===== src/hwm_params.svh =====
// constants of the hardware monitor sequencer and pin control
// assumes a 25 MHz core clock and an 8-bit APB byte address
`ifndef HWM_PARAMS_SVH
`define HWM_PARAMS_SVH

// --------------------------------------------------------------
// clock and timing
// --------------------------------------------------------------
`define HWM_CLK_KHZ 25000
`define HWM_CYCLE_US 114400
`define HWM_RST_US 20000
`define HWM_NCH 8
// divide first: the full product does not fit a 32-bit integer
`define HWM_SLOT_CYC (((`HWM_CYCLE_US / `HWM_NCH) * `HWM_CLK_KHZ) / 1000)
`define HWM_RST_CYC ((`HWM_RST_US * `HWM_CLK_KHZ + 999) / 1000)
`define HWM_BOOT_CYC 3'h4

// --------------------------------------------------------------
// register word offsets within a bank, and bank numbers
// --------------------------------------------------------------
`define HWM_OFF_CTRL 3'h0
`define HWM_OFF_STAT 3'h1
`define HWM_OFF_MASK 3'h2
`define HWM_OFF_VID 3'h3
`define HWM_OFF_INFO 3'h4
`define HWM_BANK_CFG 3'h0
`define HWM_BANK_VAL 3'h1
`define HWM_BANK_HI 3'h2
`define HWM_BANK_LO 3'h3

// --------------------------------------------------------------
// control fields and reset values
// --------------------------------------------------------------
`define HWM_CTRL_START 0
`define HWM_CTRL_CORE_VOLTAGE_CODE_BIT4 1
`define HWM_CTRL_FN_LO 2
`define HWM_CTRL_FN_HI 3
`define HWM_CTRL_RGO 4
`define HWM_INFO_DONE 7
`define HWM_INFO_TEST 8
`define HWM_INFO_CH 9
`define HWM_LIM_HI_RST 8'hFF
`define HWM_LIM_LO_RST 8'h00
`define HWM_ADDR_HI 5'h0B
`define HWM_STRAP_OPEN 2'h2
`define HWM_V12_CH 3'h0

`endif


===== src/hwm_pkg.sv =====
// types of the hardware monitor sequencer and pin control
// assumes hwm_params.svh is compiled alongside
`default_nettype none
package hwm_pkg;
	// sequencer states
	typedef enum logic [1:0] {
		HWM_S_IDLE = 2'h0,
		HWM_S_REQ = 2'h1,
		HWM_S_WAIT = 2'h2,
		HWM_S_HOLD = 2'h3
	} hwm_seq_t;
	// multifunction pin use; code 3 acts as none
	typedef enum logic [1:0] {
		HWM_PF_NONE = 2'h0,
		HWM_PF_RST = 2'h1,
		HWM_PF_INT = 2'h2,
		HWM_PF_RSV = 2'h3
	} hwm_pinfn_t;
	typedef logic [7:0][7:0] hwm_bank_t;
	// whole state of the top module
	typedef struct packed {
		hwm_seq_t seq;
		logic [2:0] ch;
		logic [19:0] slot_cnt;
		logic [19:0] rst_cnt;
		logic rst_act;
		logic start;
		logic core_voltage_code_bit4_mode;
		hwm_pinfn_t pinfn;
		logic [7:0] stat;
		logic [7:0] mask;
		logic [4:0] vid;
		hwm_bank_t val;
		hwm_bank_t lim_hi;
		hwm_bank_t lim_lo;
		logic [1:0] addr_lo;
		logic strap_done;
		logic test_mode;
		logic [2:0] boot_cnt;
		logic boot_done;
		logic pready;
		logic [31:0] prdata;
		logic pslverr;
		logic conv_req;
		logic pin_o;
		logic pin_oe_n;
		logic irq;
	} hwm_state_t;
endpackage
`default_nettype wire


===== src/hwm_top.sv =====
// hardware monitor sequencer, limit status, voltage code capture and pin control
// assumes an APB master, an external converter answering conv_req_o with
// conv_done_i, and a pad giving the pin level plus a mid-level detect
//
// Decided for this implementation: the APB slave port and the register addresses.
`default_nettype none
`include "hwm_params.svh"
module hwm_top #(
	parameter int SLOT_CYC = `HWM_SLOT_CYC,
	parameter int RST_CYC = `HWM_RST_CYC
) (
	input wire logic clk_i,
	input wire logic nrst_i,
	input wire logic ce_i,
	// apb slave
	input wire logic psel,
	input wire logic penable,
	input wire logic pwrite,
	input wire logic [7:0] paddr,
	input wire logic [31:0] pwdata,
	output logic [31:0] prdata,
	output logic pready,
	output logic pslverr,
	// device pins
	input wire logic [3:0] core_voltage_code_i,
	input wire logic twelve_volt_or_code_bit4_pin_i,
	input wire logic remote_diode_cathode_test_in_i,
	input wire logic multifunction_strap_pin_i,
	input wire logic multifunction_strap_pin_mid_i,
	output logic multifunction_strap_pin_o,
	output logic multifunction_strap_pin_oe_n_o,
	// serial engine start seen, same clock
	input wire logic smb_activity_i,
	// converter handshake
	output logic conv_req_o,
	output logic [2:0] conv_ch_o,
	input wire logic conv_done_i,
	input wire logic [7:0] conv_data_i,
	output logic irq_o
);
	// --------------------------------------------------------------
	// pin synchronisers
	// --------------------------------------------------------------
	// bit order: code0..3, code4 pin, diode test, strap level, strap mid
	logic [7:0] pin_s;
	hwm_sync #(.W(8)) u_sync (
		.clk_i(clk_i),
		.nrst_i(nrst_i),
		.ce_i(ce_i),
		.d_i({multifunction_strap_pin_mid_i, multifunction_strap_pin_i,
			remote_diode_cathode_test_in_i, twelve_volt_or_code_bit4_pin_i,
			core_voltage_code_i}),
		.q_o(pin_s)
	);

	// --------------------------------------------------------------
	// state
	// --------------------------------------------------------------
	hwm_pkg::hwm_state_t r_q, r_d;
	logic acc; // access phase, first cycle
	logic wr; // write commits at the ready edge
	logic [2:0] bank; // register group
	logic [2:0] idx; // word inside group
	logic mapped; // address decodes
	logic [31:0] rdata; // read mux
	logic [7:0] chain; // nand chain node values
	logic [7:0] cv; // converter result
	logic [7:0] ev; // limit events this cycle
	logic slot_end; // slot timer expired

	// the access phase is answered on its second cycle: pready is a flop,
	// so the first access cycle only loads prdata and pslverr
	// decode of the current apb address
	always_comb begin
		acc = psel && penable && !r_q.pready;
		wr = psel && penable && pwrite && r_q.pready;
		bank = paddr[7:5];
		idx = paddr[4:2];
		mapped = (bank != `HWM_BANK_CFG) || (idx <= `HWM_OFF_INFO);
	end

	// read mux; unused bits read as zero
	always_comb begin
		rdata = '0;
		case (bank)
			`HWM_BANK_VAL: rdata[7:0] = r_q.val[idx];
			`HWM_BANK_HI: rdata[7:0] = r_q.lim_hi[idx];
			`HWM_BANK_LO: rdata[7:0] = r_q.lim_lo[idx];
			`HWM_BANK_CFG: begin
				case (idx)
					`HWM_OFF_CTRL: begin
						rdata[`HWM_CTRL_START] = r_q.start;
						rdata[`HWM_CTRL_CORE_VOLTAGE_CODE_BIT4] = r_q.core_voltage_code_bit4_mode;
						rdata[`HWM_CTRL_FN_HI:`HWM_CTRL_FN_LO] = r_q.pinfn;
						rdata[`HWM_CTRL_RGO] = r_q.rst_act;
					end
					`HWM_OFF_STAT: rdata[7:0] = r_q.stat;
					`HWM_OFF_MASK: rdata[7:0] = r_q.mask;
					`HWM_OFF_VID: rdata[4:0] = r_q.vid;
					`HWM_OFF_INFO: begin
						rdata[6:0] = {`HWM_ADDR_HI, r_q.addr_lo};
						rdata[`HWM_INFO_DONE] = r_q.strap_done;
						rdata[`HWM_INFO_TEST] = r_q.test_mode;
						rdata[`HWM_INFO_CH+:3] = r_q.ch;
					end
					default: rdata = '0;
				endcase
			end
			default: rdata = '0;
		endcase
	end

	// only the five code inputs take part; the result is meaningful
	// while test mode holds the sequencer still
	// nand chain over the digital inputs, for board connectivity test
	always_comb begin
		chain = '0;
		chain[0] = pin_s[0];
		for (int i = 1; i < 5; i++) begin
			chain[i] = !(chain[i-1] && pin_s[i]);
		end
	end

	// --------------------------------------------------------------
	// next state
	// --------------------------------------------------------------
	always_comb begin
		r_d = r_q;
		ev = '0;
		cv = conv_data_i;
		// last cycle of a slot of SLOT_CYC cycles
		slot_end = (r_q.slot_cnt == 20'(SLOT_CYC - 1));

		// apb: one wait state, then pready for a single cycle
		r_d.pready = acc;
		r_d.pslverr = acc && !mapped;
		if (acc) begin
			r_d.prdata = rdata;
		end

		// test strap caught a few edges after reset, once the sync settles
		if (!r_q.boot_done) begin
			r_d.boot_cnt = r_q.boot_cnt + 3'h1;
			if (r_q.boot_cnt == `HWM_BOOT_CYC) begin
				r_d.boot_done = 1'b1;
				r_d.test_mode = pin_s[5];
			end
		end

		// strap sampled once on first bus activity, only while undriven
		if (smb_activity_i && !r_q.strap_done && r_q.boot_done && r_q.pin_oe_n) begin
			r_d.strap_done = 1'b1;
			// mid level means open pin
			r_d.addr_lo = pin_s[7] ? `HWM_STRAP_OPEN : {1'b0, pin_s[6]};
		end

		// code inputs captured continuously; bit 4 forced low in analog mode
		r_d.vid = {r_q.core_voltage_code_bit4_mode && pin_s[4], pin_s[3:0]};

		// sequencer: one slot per channel, eight slots per cycle
		r_d.conv_req = 1'b0;
		if (r_q.seq != hwm_pkg::HWM_S_IDLE) begin
			r_d.slot_cnt = r_q.slot_cnt + 20'h1;
		end
		case (r_q.seq)
			hwm_pkg::HWM_S_IDLE: begin
				r_d.slot_cnt = '0;
				if (r_q.start && r_q.boot_done && !r_q.test_mode) begin
					r_d.seq = hwm_pkg::HWM_S_REQ;
				end
			end
			hwm_pkg::HWM_S_REQ: begin
				r_d.conv_req = 1'b1;
				r_d.seq = hwm_pkg::HWM_S_WAIT;
			end
			hwm_pkg::HWM_S_WAIT: begin
				if (conv_done_i) begin
					r_d.val[r_q.ch] = cv;
					// the 12 V channel is not judged when its pin reads a code bit
					if (!(r_q.core_voltage_code_bit4_mode && r_q.ch == `HWM_V12_CH)) begin
						ev[r_q.ch] = (cv > r_q.lim_hi[r_q.ch]) || (cv < r_q.lim_lo[r_q.ch]);
					end
					r_d.seq = hwm_pkg::HWM_S_HOLD;
				end
				// silent or late converter: move on at the slot end all the same;
				// parking in hold past the end count would stall the whole cycle
				if (slot_end) begin
					r_d.slot_cnt = '0;
					r_d.ch = r_q.ch + 3'h1;
					r_d.seq = r_q.start ? hwm_pkg::HWM_S_REQ : hwm_pkg::HWM_S_IDLE;
				end
			end
			hwm_pkg::HWM_S_HOLD: begin
				// result taken, sit out the rest of the slot
				if (slot_end) begin
					r_d.slot_cnt = '0;
					r_d.ch = r_q.ch + 3'h1;
					r_d.seq = r_q.start ? hwm_pkg::HWM_S_REQ : hwm_pkg::HWM_S_IDLE;
				end
			end
			default: r_d.seq = hwm_pkg::HWM_S_IDLE;
		endcase

		// register writes; status is write-one-to-clear
		r_d.stat = r_q.stat | ev;
		if (wr) begin
			case (bank)
				`HWM_BANK_HI: r_d.lim_hi[idx] = pwdata[7:0];
				`HWM_BANK_LO: r_d.lim_lo[idx] = pwdata[7:0];
				`HWM_BANK_CFG: begin
					case (idx)
						`HWM_OFF_CTRL: begin
							r_d.start = pwdata[`HWM_CTRL_START];
							r_d.core_voltage_code_bit4_mode = pwdata[`HWM_CTRL_CORE_VOLTAGE_CODE_BIT4];
							r_d.pinfn = hwm_pkg::hwm_pinfn_t'(pwdata[`HWM_CTRL_FN_HI:`HWM_CTRL_FN_LO]);
							// reset pulse starts only in reset mode
							if (pwdata[`HWM_CTRL_RGO] && !r_q.rst_act &&
								pwdata[`HWM_CTRL_FN_HI:`HWM_CTRL_FN_LO] == hwm_pkg::HWM_PF_RST) begin
								r_d.rst_act = 1'b1;
								r_d.rst_cnt = '0;
							end
						end
						// set wins over the clear
						`HWM_OFF_STAT: r_d.stat = (r_q.stat & ~pwdata[7:0]) | ev;
						`HWM_OFF_MASK: r_d.mask = pwdata[7:0];
						default: r_d.mask = r_d.mask;
					endcase
				end
				default: r_d.mask = r_d.mask;
			endcase
		end

		// frozen cycles do not count, so a held clock enable only stretches it
		// reset pulse timer, exact least length
		if (r_q.rst_act) begin
			r_d.rst_cnt = r_q.rst_cnt + 20'h1;
			if (r_q.rst_cnt == 20'(RST_CYC - 1)) begin
				r_d.rst_act = 1'b0;
			end
		end

		// interrupt level from masked sticky bits
		r_d.irq = |(r_d.stat & r_d.mask);

		// outside test mode the pin is only ever pulled low; test mode drives
		// the chain output both ways, so a strap to ground must not be fitted
		// pin driver, open-drain style; test mode has priority
		r_d.pin_o = 1'b0;
		r_d.pin_oe_n = 1'b1;
		if (r_d.test_mode) begin
			r_d.pin_o = chain[4];
			r_d.pin_oe_n = 1'b0;
		end else if (r_d.rst_act) begin
			r_d.pin_oe_n = 1'b0;
		end else if (r_d.pinfn == hwm_pkg::HWM_PF_INT && r_d.irq) begin
			r_d.pin_oe_n = 1'b0;
		end
	end

	// --------------------------------------------------------------
	// state register
	// --------------------------------------------------------------
	// constants only under reset; strap and test levels are caught later
	always_ff @(posedge clk_i or negedge nrst_i) begin
		if (!nrst_i) begin
			r_q <= '0;
			r_q.seq <= hwm_pkg::HWM_S_IDLE;
			r_q.pinfn <= hwm_pkg::HWM_PF_NONE;
			r_q.lim_hi <= {8{`HWM_LIM_HI_RST}};
			r_q.lim_lo <= {8{`HWM_LIM_LO_RST}};
			r_q.pin_oe_n <= 1'b1;
		end else if (ce_i) begin
			r_q <= r_d;
		end
	end

	// outputs straight from the state register
	assign prdata = r_q.prdata;
	assign pready = r_q.pready;
	assign pslverr = r_q.pslverr;
	assign multifunction_strap_pin_o = r_q.pin_o;
	assign multifunction_strap_pin_oe_n_o = r_q.pin_oe_n;
	assign conv_req_o = r_q.conv_req;
	assign conv_ch_o = r_q.ch;
	assign irq_o = r_q.irq;
endmodule
`default_nettype wire


===== src/hwm_sync.sv =====
// three-stage input synchroniser with agreement filter
// assumes inputs asynchronous to clk_i; output changes when stages 2 and 3 agree
`default_nettype none
module hwm_sync #(
	parameter int W = 1
) (
	input wire logic clk_i,
	input wire logic nrst_i,
	input wire logic ce_i,
	input wire logic [W-1:0] d_i,
	output logic [W-1:0] q_o
);
	// stage 1 feeds only stage 2
	typedef struct packed {
		logic [W-1:0] s1;
		logic [W-1:0] s2;
		logic [W-1:0] s3;
		logic [W-1:0] q;
	} hwm_sync_t;
	hwm_sync_t r_q, r_d;

	// next state: shift, then accept bits whose last two stages agree
	always_comb begin
		r_d = r_q;
		r_d.s1 = d_i;
		r_d.s2 = r_q.s1;
		r_d.s3 = r_q.s2;
		for (int i = 0; i < W; i++) begin
			if (r_q.s2[i] == r_q.s3[i]) begin
				r_d.q[i] = r_q.s3[i];
			end
		end
	end

	// register, frozen while ce_i low
	always_ff @(posedge clk_i or negedge nrst_i) begin
		if (!nrst_i) begin
			r_q <= '0;
		end else if (ce_i) begin
			r_q <= r_d;
		end
	end

	assign q_o = r_q.q;
endmodule
`default_nettype wire


===== config.mk =====
export PLATFORM = sky130hd
export DESIGN_NAME = hwm_top
export DESIGN_NICKNAME = d
export VERILOG_FILES = /design/src/hwm_pkg.sv /design/src/hwm_top.sv /design/src/hwm_sync.sv
export VERILOG_INCLUDE_DIRS = /design/src
export SDC_FILE = /design/constraint.sdc
export NUM_CORES = 1
export LEC_CHECK = 0
export ABC_AREA = 0
export BUFFER_PORTS_ARGS = -buffer_cell sky130_fd_sc_hd__buf_2
export CAP_MARGIN = 10
export CORE_ASPECT_RATIO = 0.75
export CORE_MARGIN = 4
export CORE_UTILIZATION = 35
export CTS_CLUSTER_DIAMETER = 150
export CTS_CLUSTER_SIZE = 8
export DETAILED_ROUTE_END_ITERATION = 6
export GPL_TIMING_DRIVEN = 0
export MAX_ROUTING_LAYER = met4
export PLACE_DENSITY_LB_ADDON = 0.1
export SETUP_SLACK_MARGIN = 0.1
export SLEW_MARGIN = 40
export SYNTH_ARGS = -nofsm -noshare
export SYNTH_HDL_FRONTEND = slang
export SYNTH_SLANG_ARGS = --single-unit

===== constraint.sdc =====
create_clock -name clk_i -period 3.1 [get_ports clk_i]
set_clock_uncertainty 0.05 [all_clocks]
set_input_delay 0.31 -clock clk_i [delete_from_list [all_inputs] [get_ports clk_i]]
set_output_delay 0.31 -clock clk_i [all_outputs]
set_load 0.01 [all_outputs]

==> results_dict.tcl <==
set metrics [dict create \
    cts_buffer_depth 3 \
    cts_tree "done" \
    synth_edf_count 0 \
    cp_max_fo 10 \
    yosysTopAreaCell "dfrtp_1" \
    switching_power_mw 2.85 \
    grt_pass1_vias 12634 \
    first_pass_iters 6 \
    synth_top_flop_cell "dfrtp_1" \
    nets 1663 \
    wl_per_cell_um 25.9 \
    final_cell_mix "253 x dfrtp_1, 230 x mux2_2, 125 x nand2_1" \
    outcome "finished, violations left" \
    failed_checks "setup timing" \
    worstMarginPinSlew_ns 0.837 \
    ys_ff_latch 321 \
    power_leakage_nw 8.71 \
    yosysWarnings 0 \
    required_ns 3.51 \
    yosys.area.top_type_share_pct 38.4 \
    cap_violations 0 \
    dieWidth_um 260 \
    hold_path_class "in2reg" \
    die_y_um 197 \
    fin_area_sq_um 20400 \
    arrival_ns 3.74 \
    row_count 68 \
    port_buffers 53 \
    pwr_density_cell_nw_per_um2 525 \
    worst_slack_ns -0.233 \
    pin_count 105 \
    dieArea_sq_um 51300 \
    clk-insertion-delay-late_ns 0.57 \
    syn_avg_cell_area_sq_um 11.9 \
    ant_nets 0 \
    setup_violations 10 \
    rsz0062_at_grt "yes" \
    clk_pin_slew_worst_paths_ns 0.05 \
    layout_commonest_cell "dfrtp_1" \
    grt_max_degree 73 \
    synth_area_sq_um 16700 \
    startpoint_type "register" \
    postSynthCellCount 1402 \
    coreArea_sq_um 46500 \
    globalRouteOverflowTotal 0 \
    power_frac_comb_pct 10.5 \
    min_period_ns 3.33 \
    maxSlewHeadroom_pct 44.2 \
    dp_hpwl_mm 39.9 \
    vias_per_cell 5.66 \
    htreeDepth 2 \
    drtIter0Drc 1200 \
    start_util_pct 35.9 \
    clock_power_share_pct 44.6 \
    critPathKind "reg2reg" \
    routabilityCongestion 0.918 \
    drive_gt1_share_pct 40.5 \
    fmax_mhz 300 \
    peakVddDrop_mv 0.327 \
    slew_violations 0 \
    grt_pass1_wl_mm 86.5 \
    grt.total_usage_pct 23.2 \
    antenna_found_initial 2 \
    cell_internal_pwr_mw 7.87 \
    cts_buffers 46 \
    synthTopCellsByArea "dfrtp_1 38%, mux2_2 16%, dfstp_2 10%" \
    routed_wl_mm 58.0 \
    sequentialPowerShare_pct 44.8 \
    vias 12664 \
    synthArstFlopShare_pct 100 \
    yosysUniqueCellTypes 75 \
    swShare_pct 26.6 \
    end_kind "register" \
    dpl_cell_area_sq_um 18100 \
    post-route-period-util_pct 108 \
    clock-sinks 321 \
    hold-worst-slack_ns 0.0759 \
    yosysSeqAreaShare_pct 48.6 \
    clockRootBuffer "clkbuf_16" \
    area_growth_pct 22.4 \
    post-route-drc-count 0 \
    final_hold_viol_count 0 \
]
-- synth_stat cells (all sizes together) (21+ instances only) --
cell type  count
a21oi         30
a22oi         55
buf           56
clkbuf        57
dfrtp        256
dfstp         65
ha            21
inv           23
mux2         232
mux2i         27
mux4          51
nand2        125
nand3         39
nand4         25
nor2          58
nor3          22
o21ai         74
-- final timing paths --
| kind | start | endpoint | slack [ns] | cells past startpoint |
|---|---|---|---|---|
| setup / recovery | conv_ch_o[0] | r_q[257] | -0.23 | 15 |
| setup reg to reg | conv_ch_o[0] | r_q[257] | -0.23 | 15 |
| hold reg to reg | r_q[303] | r_q[303] | 0.44 | 1 |
| max in group asynchronous | nrst_i | r_q[161] | 1.81 | 4 |
| min in group asynchronous | nrst_i | r_q[295] | 0.16 | 2 |
| hold / removal | smb_activity_i | r_q[43] | 0.08 | 3 |
-- power groups by stage --
stage	registers (mW)	logic [mW]	clock network [mW]
6_report	4.81	1.13	4.79
5_1_grt	4.85	1.27	5.07
4_1_cts	4.80	1.14	4.89
3_5_place_dp	4.87	1.12	0
3_3_place_gp	4.86	1.07	0
2_1_floorplan	4.76	0.703	0
-- sequential cells by signal (all words and copies together), names as in the netlist --
name / count
conv_ch_o: 3
conv_req_o: 1
irq_o: 1
multifunction_strap_pin_o: 1
multifunction_strap_pin_oe_n_o: 1
prdata: 12
pready: 1
pslverr: 1
r_q: 268
u_sync.q_o: 8
u_sync.r_d: 16
u_sync.r_q: 8
-- kinds of logic after synthesis --
group,synth area share [%]
xor gates and xnor gates,0.735
adders and majority gates,1.57
and+or+nand+nor,10.3
muxes,24.2
AOI/OAI and AO/OA,10.4
DFF,48.6
buffers and inverters,4.09
other,0.0225
-- per-stage QoR --
stage | power (mW) | TNS (ns) | worst slack, ns | instances | util, %
after global placement | 5.93 | -1398.50 | -4.78 | 2104 | 38.4
final | 10.7 | -1.75 | -0.233 | 2238 | 43.9
after floorplan | 5.46 | 0 | 0.101 | 1421 | -
after global routing | 11.2 | -2.68 | -0.304 | 2238 | 43.9
after CTS | 10.8 | -1.47 | -0.165 | 2226 | 43.5
after detailed placement | 5.98 | -16.07 | -1.67 | 2109 | 38.9
-- routing by layer --
layer | share of wire (%) | vias up | GRT usage (%) | wire length [um]
li1 | - | 5580 | - | -
met4 | 1.7 | 0 | 4.57 | 990
met3 | 7.0 | 78 | 4.37 | 4050
met5 | 0 | - | - | 0
met2 | 43 | 423 | 33.1 | 24900
met1 | 48 | 6583 | 34.7 | 28100
-- repair_timing --
action                                  CTS  global route
resized for setup                        94            23
endpoints found under the hold margin   169             0
cloned                                    1             0
hold buffers                              9             0
pin swaps                                27            17
buffers inserted                         31            12
endpoints found under the setup margin   10            10
-- worst max-delay path, cell delays in order (launching register included) --
cell	delay, ns
dfrtp_2	0.45
clkbuf_16	0.19
buf_4	0.14
nor3b_4	0.22
buf_6	0.15
buf_8	0.16
a22oi_1	0.10
and4_4	0.22
ha_1	0.20
a2111o_1	0.40
a21oi_2	0.11
nand4_1	0.15
a21oi_4	0.25
o21ai_4	0.10
buf_8	0.19
o2bb2ai_4	0.14
-- final cells by class --
cell class | instances | area (sq um)
Multi-Input combinational cell | 963 | 8340
Timing Repair Buffer | 110 | 966
Antenna cell | 2 | 5.00
Buffer | 112 | 790
Inverter | 24 | 96.3
Sequential cell | 321 | 8120
Clock inverter | 1 | 8.76
Clock buffer | 75 | 1320
Fill cell | 4406 | 26100
Tap cell | 630 | 788
Power figures use the tool's default switching activity.
